--- config.mk ---
export PLATFORM = sky130hd
export DESIGN_NAME = frt_top
export DESIGN_NICKNAME = d
export VERILOG_FILES = /design/src/frt_clk_div.v /design/src/frt_channel.v /design/src/frt_top.v
export VERILOG_INCLUDE_DIRS = /design/src
export SDC_FILE = /design/constraint.sdc
export NUM_CORES = 1
export LEC_CHECK = 0
export BUFFER_PORTS_ARGS = -buffer_cell sky130_fd_sc_hd__buf_2
export CAP_MARGIN = 15
export CORE_MARGIN = 2
export CORE_UTILIZATION = 30
export CTS_BUF_LIST = sky130_fd_sc_hd__clkbuf_8
export DETAILED_ROUTE_END_ITERATION = 16
export SYNTH_ARGS = -nofsm -noshare
export SYNTH_HDL_FRONTEND = slang
export SYNTH_SLANG_ARGS = --single-unit
--- constraint.sdc ---
create_clock -name clk -period 8.13 [get_ports clk]
set_input_delay 1.626 -clock clk [delete_from_list [all_inputs] [get_ports clk]]
set_output_delay 1.626 -clock clk [all_outputs]
set_load 0.005 [all_outputs]
--- src/frt_map.vh ---
// Register offsets, field positions, reset values and constants of the timer block
`ifndef FRT_MAP_VH
`define FRT_MAP_VH

// ----------------------------------------------------------------
// Register byte offsets (per channel stride below)
// ----------------------------------------------------------------
`define FRT_OFS_CTRL        12'h000
`define FRT_OFS_TRIG        12'h004
`define FRT_OFS_PERIOD      12'h008
`define FRT_OFS_COUNT       12'h00C
`define FRT_CH_STRIDE       12'h010
`define FRT_CH_SHIFT        4
`define FRT_REG_SEL_MSB     3
`define FRT_REG_SEL_LSB     2

// ----------------------------------------------------------------
// Control register fields
// ----------------------------------------------------------------
`define FRT_CTRL_RUN        0
`define FRT_CTRL_UPDOWN     1
`define FRT_CTRL_BUF_EN     7
`define FRT_CTRL_MASK       16'h0083

// ----------------------------------------------------------------
// Trigger enable fields
// ----------------------------------------------------------------
`define FRT_TRIG_MASK       16'h0007
`define FRT_TRIG_UNITS      3

// ----------------------------------------------------------------
// Reset values and special counts
// ----------------------------------------------------------------
`define FRT_PERIOD_RST      16'hFFFF
`define FRT_COUNT_RST       16'h0000
`define FRT_CTRL_RST        16'h0000
`define FRT_TRIG_RST        16'h0000
`define FRT_ZERO            16'h0000
`define FRT_MAX             16'hFFFF
`define FRT_ONE             16'h0001
`define FRT_DIV_RST         16'h0000

`endif

--- src/frt_clk_div.v ---
// Count clock enable divider
`timescale 1ns/100ps
module frt_clk_div #(
	parameter W = 16
) (
	input  wire         clk,
	input  wire         rstn,
	input  wire [W-1:0] div_ratio,
	output wire         tick
);
	`include "frt_map.vh"

	reg [W-1:0] cnt_reg;

	// ----------------------------------------------------------------
	// Pulse once every div_ratio+1 cycles
	// ----------------------------------------------------------------
	assign tick = (cnt_reg == div_ratio);

	always @(posedge clk) begin
		if (!rstn) begin
			cnt_reg <= {W{1'b0}};
		end else if (tick) begin
			cnt_reg <= {W{1'b0}};
		end else begin
			cnt_reg <= cnt_reg + {{(W-1){1'b0}}, 1'b1};
		end
	end
endmodule

--- src/frt_channel.v ---
// One timer channel: period buffer, counter and zero detection
`timescale 1ns/100ps
module frt_channel (
	input  wire        clk,
	input  wire        rstn,
	input  wire        tick,
	input  wire        run,
	input  wire        updown,
	input  wire        buf_en,
	input  wire        period_wr,
	input  wire [15:0] period_wdata,
	input  wire        count_clr,
	output reg  [15:0] period_reg,
	output reg  [15:0] count_reg,
	output reg         zero_det_reg
);
	`include "frt_map.vh"

	reg  [15:0] period_buf_reg;
	reg         down_reg;
	reg         pend_reg;
	reg  [15:0] count_next;
	reg         down_next;
	wire [15:0] buf_src;

	assign buf_src = period_wr ? period_wdata : period_buf_reg;

	// ----------------------------------------------------------------
	// Counter next value
	// ----------------------------------------------------------------
	always @* begin
		count_next = count_reg;
		down_next  = down_reg;
		if (!updown) begin
			// Up mode wraps after period: (P+1) ticks per cycle; a period below the count runs to all-ones
			if (count_reg == period_reg) begin
				count_next = `FRT_ZERO;
			end else begin
				count_next = count_reg + `FRT_ONE;
			end
			down_next = 1'b0;
		end else begin
			// Up/down: 0 up to P and back, 2*P ticks per cycle
			if (!down_reg) begin
				if (count_reg >= period_reg) begin
					count_next = count_reg - `FRT_ONE;
					down_next  = 1'b1;
				end else begin
					count_next = count_reg + `FRT_ONE;
				end
			end else begin
				count_next = count_reg - `FRT_ONE;
				if (count_next == `FRT_ZERO) begin
					down_next = 1'b0;
				end
			end
		end
	end

	// ----------------------------------------------------------------
	// Registers
	// ----------------------------------------------------------------
	always @(posedge clk) begin
		if (!rstn) begin
			period_buf_reg <= `FRT_PERIOD_RST;
			period_reg     <= `FRT_PERIOD_RST;
			count_reg      <= `FRT_COUNT_RST;
			down_reg       <= 1'b0;
			pend_reg       <= 1'b0;
			zero_det_reg   <= 1'b0;
		end else begin
			zero_det_reg <= 1'b0;
			if (period_wr) begin
				period_buf_reg <= period_wdata;
			end
			if (!buf_en && period_wr) begin
				period_reg <= period_wdata;
			end else if (buf_en && (period_wr || pend_reg) && !run) begin
				period_reg <= buf_src;
				pend_reg   <= 1'b0;
			end else if (buf_en && period_wr) begin
				pend_reg <= 1'b1;
			end
			if (run && tick) begin
				count_reg <= count_next;
				down_reg  <= down_next;
				if (count_next == `FRT_ZERO) begin
					zero_det_reg <= 1'b1;
					if (buf_en && (pend_reg || period_wr)) begin
						period_reg <= buf_src;
						pend_reg   <= 1'b0;
					end
				end
			end else if (count_clr && !run) begin
				count_reg <= `FRT_ZERO;
				down_reg  <= 1'b0;
			end
		end
	end
endmodule

--- src/frt_top.v ---
// Three-channel free-running timer with APB registers and converter triggers
//
// Contract
// - Trigger enable bits 0..2 route zero detection to converter units 0..2.
// - Triggers from all three channels for one unit are ORed.
// - Trigger enable bits 15:3 read zero; software writes zero.
// - Period write goes to buffer; read returns active period.
// - Up mode cycle is period plus one count clocks.
// - Up/down mode cycle is twice period count clocks.
// - Buffer disabled: written period becomes active immediately.
// - Buffer enabled: transfer only when stopped or count reaches zero.
// - Buffer enable bit in control register selects buffering.
// - Period below count with no buffer: counter runs to all-ones (in up/down mode the counter turns and counts down instead).
// - Period may be rewritten while the counter runs.
// - Count read returns the live counter value.
// - Writing zero to count clears only while stopped.
// - Zero detection only at counted zero, not start or clear.
//
// Design decisions made here: the address map and the APB register port.
`timescale 1ns/100ps
module frt_top #(
	parameter DIV_W = 16
) (
	input  wire             clk,
	input  wire             rstn,
	input  wire [11:0]      paddr,
	input  wire             psel,
	input  wire             penable,
	input  wire             pwrite,
	input  wire [31:0]      pwdata,
	input  wire [3:0]       pstrb,
	output wire             pready,
	output reg  [31:0]      prdata,
	output wire             pslverr,
	input  wire [DIV_W-1:0] div_ratio,
	output wire [2:0]       conv_start
);
	`include "frt_map.vh"

	localparam NCH = 3;

	// ----------------------------------------------------------------
	// Bus decode
	// ----------------------------------------------------------------
	wire        acc     = psel && penable;
	wire        wr      = acc && pwrite;
	wire [1:0]  ch_idx  = paddr[`FRT_CH_SHIFT+1:`FRT_CH_SHIFT];
	wire [11:0] reg_ofs = {8'h00, paddr[`FRT_REG_SEL_MSB:0]};
	wire        ch_ok   = (ch_idx < 2'h3) && (paddr[11:`FRT_CH_SHIFT+2] == 6'h00)
	                      && (paddr[1:0] == 2'h0);
	wire        lo_hw   = pstrb[0] && pstrb[1];
	wire        hw_ok   = !pwrite || lo_hw;

	assign pready  = 1'b1;
	assign pslverr = acc && (!ch_ok || !hw_ok);

	function sel_reg;
		input [11:0] ofs;
		input [1:0]  ch;
		input integer want_ch;
		input [11:0] want_ofs;
		begin
			sel_reg = (ofs == want_ofs) && (ch == want_ch[1:0]);
		end
	endfunction

	wire [15:0] ctrl_w   [0:NCH-1];
	wire [15:0] trig_w   [0:NCH-1];
	wire [15:0] period_w [0:NCH-1];
	wire [15:0] count_w  [0:NCH-1];
	wire [NCH-1:0] zero_w;
	wire        tick;

	frt_clk_div #(
		.W (DIV_W)
	) u_div (
		.clk       (clk),
		.rstn      (rstn),
		.div_ratio (div_ratio),
		.tick      (tick)
	);

	// ----------------------------------------------------------------
	// Channels
	// ----------------------------------------------------------------
	genvar g;
	generate
		for (g = 0; g < NCH; g = g + 1) begin : gch
			wire wok = wr && ch_ok && lo_hw;
			wire pwr = wok && sel_reg(reg_ofs, ch_idx, g, `FRT_OFS_PERIOD);
			wire cwr = wok && sel_reg(reg_ofs, ch_idx, g, `FRT_OFS_COUNT);
			wire clr = cwr && (pwdata[15:0] == `FRT_ZERO);
			reg  [15:0] ctrl_reg;
			reg  [15:0] trig_reg;

			assign ctrl_w[g] = ctrl_reg;
			assign trig_w[g] = trig_reg;

			always @(posedge clk) begin
				if (!rstn) begin
					ctrl_reg <= `FRT_CTRL_RST;
					trig_reg <= `FRT_TRIG_RST;
				end else begin
					if (wok && sel_reg(reg_ofs, ch_idx, g, `FRT_OFS_CTRL)) begin
						ctrl_reg <= pwdata[15:0] & `FRT_CTRL_MASK;
					end
					if (wok && sel_reg(reg_ofs, ch_idx, g, `FRT_OFS_TRIG)) begin
						trig_reg <= pwdata[15:0] & `FRT_TRIG_MASK;
					end
				end
			end

			frt_channel u_ch (
				.clk          (clk),
				.rstn         (rstn),
				.tick         (tick),
				.run          (ctrl_reg[`FRT_CTRL_RUN]),
				.updown       (ctrl_reg[`FRT_CTRL_UPDOWN]),
				.buf_en       (ctrl_reg[`FRT_CTRL_BUF_EN]),
				.period_wr    (pwr),
				.period_wdata (pwdata[15:0]),
				.count_clr    (clr),
				.period_reg   (period_w[g]),
				.count_reg    (count_w[g]),
				.zero_det_reg (zero_w[g])
			);
		end
	endgenerate

	// ----------------------------------------------------------------
	// Converter triggers, ORed over channels per unit
	// ----------------------------------------------------------------
	generate
		for (g = 0; g < `FRT_TRIG_UNITS; g = g + 1) begin : gunit
			assign conv_start[g] = (zero_w[0] & trig_w[0][g]) |
			                       (zero_w[1] & trig_w[1][g]) |
			                       (zero_w[2] & trig_w[2][g]);
		end
	endgenerate

	// ----------------------------------------------------------------
	// Read data
	// ----------------------------------------------------------------
	always @(posedge clk) begin
		if (!rstn) begin
			prdata <= 32'h00000000;
		end else if (psel && !penable && !pwrite && ch_ok) begin
			case (reg_ofs)
				`FRT_OFS_CTRL:   prdata <= {16'h0000, ctrl_w[ch_idx]};
				`FRT_OFS_TRIG:   prdata <= {16'h0000, trig_w[ch_idx]};
				`FRT_OFS_PERIOD: prdata <= {16'h0000, period_w[ch_idx]};
				`FRT_OFS_COUNT:  prdata <= {16'h0000, count_w[ch_idx]};
				default:         prdata <= 32'h00000000;
			endcase
		end else if (psel && !penable) begin
			prdata <= 32'h00000000;
		end
	end
endmodule

# Yosys cells after proc, flatten, opt, wreduce, memory -nomap -nowiden
# Cells that the tools add are included.
totals:
  out_inout_bits: 37
  input_bits: 69
  wordCells: 244
  register_bits: 219
op_classes:
  add_sub_neg: 7
  n_reduce_logical: 90
  order_cmp: 5
  n_eq_ne: 9
  n_mux: 90
  bitwise_logic: 17
ops:
  columns: ["cell", "n"]
  rows:
  - ["$mux 16", 44]
  - ["$bmux 16 s2", 4]
  - ["$logic_not 16->1", 7]
  - ["$add 16x1->16 const B", 4]
  - ["$eq 16x16->1", 4]
  - ["$mux 32", 2]
  - ["$pmux 16 s4", 1]
  - ["$logic_and 1x1->1", 56]
  - ["$ge 16x16->1", 3]
  - ["$sub 16x1->16 const B", 3]
  - ["$mux 1", 39]
  - ["$logic_not 12->1", 1]
  - ["$logic_not 1->1", 10]
  - ["$and 1x1->1", 9]
  - ["$eq 4x4->1 const B", 2]
  - ["$reduce_bool 2->1", 4]
  - ["$logic_not 6->1", 1]
  - ["$or 1x1->1", 6]
  - ["$reduce_and 2->1", 3]
  - ["$logic_or 1x1->1", 5]
  - ["$eq 4x3->1 const B", 1]
  - ["$logic_not 2->1", 2]
  - ["$ge 3x3->1 const B", 1]
  - ["$not 2->3", 1]
  - ["5 further kinds", 5]

# Depth between registers and ports, before layout
depth:
  depth_word: 14
  ltp_mapped: 16
  depth_no_buf: 12

# Cells and area by module
# Synthesis repeated with hierarchy kept, for this count alone.
hier_totals:
  cells_unflattened: 1923
  hier_area_um2: 15144.5
by_module_without_submodules:
  columns: ["mod", "cells_per_inst", "n_inst", "seq_area_each_um2", "area_each_um2"]
  rows:
  - ["frt_channel at gch[0].u_ch ...", 495, 2, 1021.0, 3839.9]
  - ["frt_channel at gch[2].u_ch", 501, 1, 1021.0, 3922.5]
  - ["frt_top", 332, 1, 680.7, 2645.0]
  - ["frt_clk_div", 100, 1, 320.3, 897.1]

# Least setup slack after synthesis
# OpenSTA, ideal clock, no wires.
synth_timing:
  kind: "input to register"
  startpoint: "input paddr[9]"
  endpoint: "register gch[0].u_ch.period_reg[0]"
  stages: 9
  path_slack_ps: 3690
  arrival_time_ps: 4320
  setup_time_ps: 121
  path_cell_list: "nor4_1 -> nand4_1 -> nor4_1 -> and2_1 -> clkbuf_1 -> o2111ai_1 -> nor3_4 -> buf_4 -> mux2_2"
synth_via:
  elab_chain_cells: 14
  word_cells_on_any_way: 16
synth_rtl:
  columns: ["item", "line_no", "source"]
  rows:
  - ["start: declaration", "frt_top.v:26", "input wire [11:0] paddr,"]
  - ["$logic_not 6->1 *", "frt_top.v:49", "wire ch_ok = (ch_idx < 2'h3) && (paddr[11:`FRT_CH_SHIFT+2] == 6'h00)"]
  - ["$logic_and 1x1->1 * (2 in series)", "frt_top.v:49", null]
  - ["$logic_and 1x1->1 * (2 in series)", "frt_top.v:89", "wire wok = wr && ch_ok && lo_hw;"]
  - ["$logic_and 1x1->1 *", "frt_top.v:90", "wire pwr = wok && sel_reg(reg_ofs, ch_idx, g, `FRT_OFS_PERIOD);"]
  - ["$logic_or 1x1->1", "frt_channel.v:78, frt_channel.v:89", null]
  - ["$logic_and 1x1->1", "frt_channel.v:78, frt_channel.v:89", null]
  - ["$logic_and 1x1->1", "frt_channel.v:78", "end else if (buf_en && (period_wr || pend_reg) && !run) begin"]
  - ["$mux 16", "frt_channel.v:78", null]
  - ["$mux 16", "frt_channel.v:76", "if (!buf_en && period_wr) begin"]
  - ["$mux 16", "frt_channel.v:89", "if (buf_en && (pend_reg || period_wr)) begin"]
  - ["$mux 16", "frt_channel.v:87", "if (count_next == `FRT_ZERO) begin"]
  - ["$mux 16 *", "frt_channel.v:84", "if (run && tick) begin"]
  - ["end signal: assignment", "frt_channel.v:77", "period_reg <= period_wdata;"]
  - ["end signal: assignment", "frt_channel.v:79", "period_reg <= buf_src;"]
  - ["end signal: assignment", "frt_channel.v:90", "period_reg <= buf_src;"]
  - ["end: declaration", "frt_channel.v:13", "output reg [15:0] period_reg,"]
# Mark *: on every way between the ends. The rest lies on a longest branch, timed or not.
# A chain may end at the register's enable or synchronous reset.

# Final worst setup path
layout_timing:
  startpoint: "register gch[1].u_ch.count_reg[11]"
  endpoint: "register gch[1].u_ch.period_reg[0]"
layout_via:
  elab_chain_cells: 7
  word_cells_on_any_way: 11
layout_rtl:
  columns: ["item", "line_no", "source"]
  rows:
  - ["start: declaration", "frt_channel.v:14", "output reg [15:0] count_reg,"]
  - ["start signal: assignment", "frt_channel.v:67", "count_reg <= `FRT_COUNT_RST;"]
  - ["start signal: assignment", "frt_channel.v:85", "count_reg <= count_next;"]
  - ["start signal: assignment", "frt_channel.v:95", "count_reg <= `FRT_ZERO;"]
  - ["$add 16x1->16 (no source line) (tied with other cells)", null, null]
  - ["$mux 16", "frt_channel.v:45", "if (count_reg >= period_reg) begin"]
  - ["$mux 16", "frt_channel.v:44", "if (!down_reg) begin"]
  - ["$mux 16 *", "frt_channel.v:34", "if (!updown) begin"]
  - ["$logic_not 16->1 (no source line) *", null, null]
  - ["$mux 16 *", "frt_channel.v:87", null]
  - ["$mux 16 *", "frt_channel.v:84", null]
  - ["end signal: assignment", "frt_channel.v:77", null]
  - ["end signal: assignment", "frt_channel.v:79", null]
  - ["end signal: assignment", "frt_channel.v:90", null]
  - ["end: declaration", "frt_channel.v:13", null]
# Marks and branches as above.

==> flow_summary.json <==
{
  "drcViolationCount": 0,
  "maxSlewViolCount": 0,
  "arrival_ps": 5760,
  "cts_hold_buffers": 0,
  "netSwitchingFraction_pct": 26.6,
  "path_common_cell": "nand4_1",
  "n_antenna_cell": 0,
  "clockPowerShare_pct": 47.9,
  "cts_buffer_depth": 3,
  "grt_pass1_vias": 14307,
  "yosys_warnings": 0,
  "multi_input_area_um2": 9790,
  "reg2reg_depth": 11,
  "whs_path_depth": 2,
  "hold_end": "prdata[0]$_SDFFE_PN0P_",
  "fin_worst_skew_ps": 30.7,
  "cp_data_required_time_ps": 8610,
  "maxCapViolations": 0,
  "cts_setup_buffers": 0,
  "path_class": "flop to flop",
  "critPathCaptureType": "flop",
  "cts-root-buf": "clkbuf_8",
  "critPathMaxFanout": 16,
  "vias": 15434,
  "crit-reg2reg-capture": "gch[1].u_ch.period_reg[0]$_SDFF_PN1_",
  "routed_wl_um": 53200,
  "synth_area_leaders": "dfxtp_1 27%, nor2_1 7.3%, a21oi_1 5.4%",
  "die_x_um": 226,
  "track_usage_pct": 20.4,
  "period_needed_ps": 5290,
  "port_buffers": 70,
  "critPathBufInv": 0,
  "cts_made_buffers": 39,
  "status": "complete, no violations",
  "start_util_pct": 30.3,
  "io_pins": 106,
  "nFillCells": 5284,
  "core_um2": 48800,
  "rr_startpoint": "gch[1].u_ch.count_reg[11]$_SDFFE_PN0P_",
  "drive_above_1_share_pct": 11.7,
  "finalHoldViolCount": 0,
  "via_per_inst": 5.68,
  "rsz0062_at_grt": "false",
  "synth.top_cell.area_share_pct": 27.5,
  "synth_edf_count": 0,
  "finalSetupViolations": 0,
  "yosysUniqueCellTypes": 80,
  "path_depth": 11,
  "period_share_pct": 65.0,
  "synth_top_cell_by_area": "dfxtp_1",
  "wl_per_cell_um": 19.6,
  "dr.pass1.iters": 6,
  "peakVddDrop_uv": 76.9,
  "crit_path_cell_trace": "ha_1, nand4_1, or2_1, o32a_1, a21oi_1, o32ai_1, nor4_1, nand4_1, nor4b_2, o211a_1, mux2_2",
  "final.setup.worst_slack_ps": 2840,
  "seq_area_um2": 4060,
  "crit_family": "compound AO/OA/AOI/OAI gates",
  "area_growth_pct": 10.1,
  "rows": 81,
  "start_kind": "flop",
  "hold_class": "flop to flop",
  "place_ws_ps": 2570,
  "drtIter0Drc": 1618,
  "final_common_cell": "nor2_1",
  "intPower_mw": 1.60,
  "reg2reg_slack_ps": 2840,
  "worst_path_largest_cell_delay_ps": 870,
  "grt_max_degree": 84,
  "synth-main-ff-cell": "dfxtp_1",
  "synth_cells": 2039,
  "slew-limit-headroom_pct": 25.7,
  "fmax_mhz": 189,
  "grt.overflow.total": 0,
  "worstHoldStart": "prdata[0]$_SDFFE_PN0P_",
  "cellLeakagePower_nw": 6.68,
  "clkTransAtPathRegs_ps": 60,
  "cts_resized": 0,
  "async_flop_share_pct": 0,
  "worst_pin_slew_ps": 1110,
  "yosys_register_bits": 203,
  "insertion_delay_ps": 620,
  "ant_nets": 0,
  "power_frac_comb_pct": 5.7,
  "antenna_found_initial": 1,
  "cts_max_level": 2,
  "most-common-layout-cells": "286 x nor2_1, 203 x dfxtp_1, 193 x nand2_1",
  "sequentialPowerShare_pct": 46.5,
  "cts_tree": "done",
  "worst_hold_slack_ps": 458,
  "fin_nets": 2152,
  "grt_first_pass_wirelength_um": 81700,
  "power.switching_mw": 0.578,
  "clock_sinks": 203,
  "fin_setup_tns_ps": 0,
  "syn_area_per_cell_um2": 7.25,
  "dieArea_um2": 51100,
  "cp_slowest_cell": "a21oi_1",
  "seq_area_frac_synth_pct": 27.5,
  "power.total_mw": 2.18,
  "dieHeight_um": 226,
  "syn_area_um2": 14800,
  "dpl.hpwl_um": 37300,
  "gp_congestion": 0.950,
  "power.density_nw_per_um2": 134
}
## cell usage after synthesis, types with 45 or more instances
| master | count |
|---|---|
| a21oi_1 | 161 |
| clkbuf_1 | 124 |
| dfxtp_1 | 203 |
| ha_1 | 58 |
| inv_1 | 68 |
| mux2i_1 | 59 |
| nand2_1 | 193 |
| nand3_1 | 97 |
| nor2_1 | 286 |
| nor3_1 | 61 |
| o21ai_0 | 115 |
| o22ai_1 | 64 |
| xnor2_1 | 45 |
## area by class of cell
cell class,count,share of cell area [%]
clock buffers,50,4.22
well taps,664,5.10
clock inverters,17,0.538
inverters,69,1.59
flip-flops and latches,203,25.0
multi-input cells,1614,60.1
repair buffers,98,3.46
## layer usage
metal	vias to the layer above	GRT usage [%]	wire [um]
met5	-	0	11
met4	2	8.81	2070
met3	132	3.45	3900
met2	666	33.0	24200
met1	7358	26.7	23000
li1	7276	-	-
## logic make-up (layout without fill, tap and decap cells)
kind of cell | after synthesis | after routing | share of synthesized area (%)
flops | 203 | 203 | 27.5
fa+ha+maj | 58 | 58 | 4.91
compound gates | 522 | 522 | 22.0
xor+xnor | 66 | 66 | 3.91
mux | 108 | 108 | 7.98
other cells | 2 | 17 | 0.0508
simple gates | 843 | 843 | 26.9
buf+inv | 237 | 234 | 6.79
## worst min-delay path, cell delays in order, from the launching register on
cell and delay, ps:
dfxtp_1 310, nand2_1 50, a21oi_1 50
## power groups by stage
stage	registers, mW	logic [mW]	clock network, mW
2_1_floorplan	1.03	0.0803	0
3_5_place_dp	1.03	0.121	0
5_1_grt	1.01	0.132	1.11
3_3_place_gp	1.03	0.117	0
4_1_cts	1.01	0.121	1.07
6_report	1.01	0.123	1.04
## metrics by stage
step / area, um2 / utilization (%) / instances
floorplan: 14800 / - / 2054
global placement: 15500 / 31.7 / 2646
detailed placement: 15500 / 31.7 / 2646
CTS: 16300 / 33.3 / 2713
global route: 16300 / 33.3 / 2715
finish: 16300 / 33.3 / 2715
## worst max path at each step
stage / to / slack, ps / start
finish: gch[1].u_ch.period_reg[0]$_SDFF_PN1_ / 2840 / gch[1].u_ch.count_reg[11]$_SDFFE_PN0P_
global route: gch[1].u_ch.period_reg[0]$_SDFF_PN1_ / 2450 / gch[1].u_ch.count_reg[0]$_SDFFE_PN0P_
CTS: gch[1].u_ch.period_reg[0]$_SDFF_PN1_ / 2930 / gch[1].u_ch.count_reg[11]$_SDFFE_PN0P_
detailed placement: gch[0].u_ch.period_reg[2]$_SDFF_PN1_ / 2570 / paddr[4]
global placement: gch[0].u_ch.period_reg[14]$_SDFF_PN1_ / 2680 / paddr[4]
floorplan: gch[0].u_ch.period_reg[0]$_SDFF_PN1_ / 3690 / paddr[9]
Power figures use the tool's default switching activity.
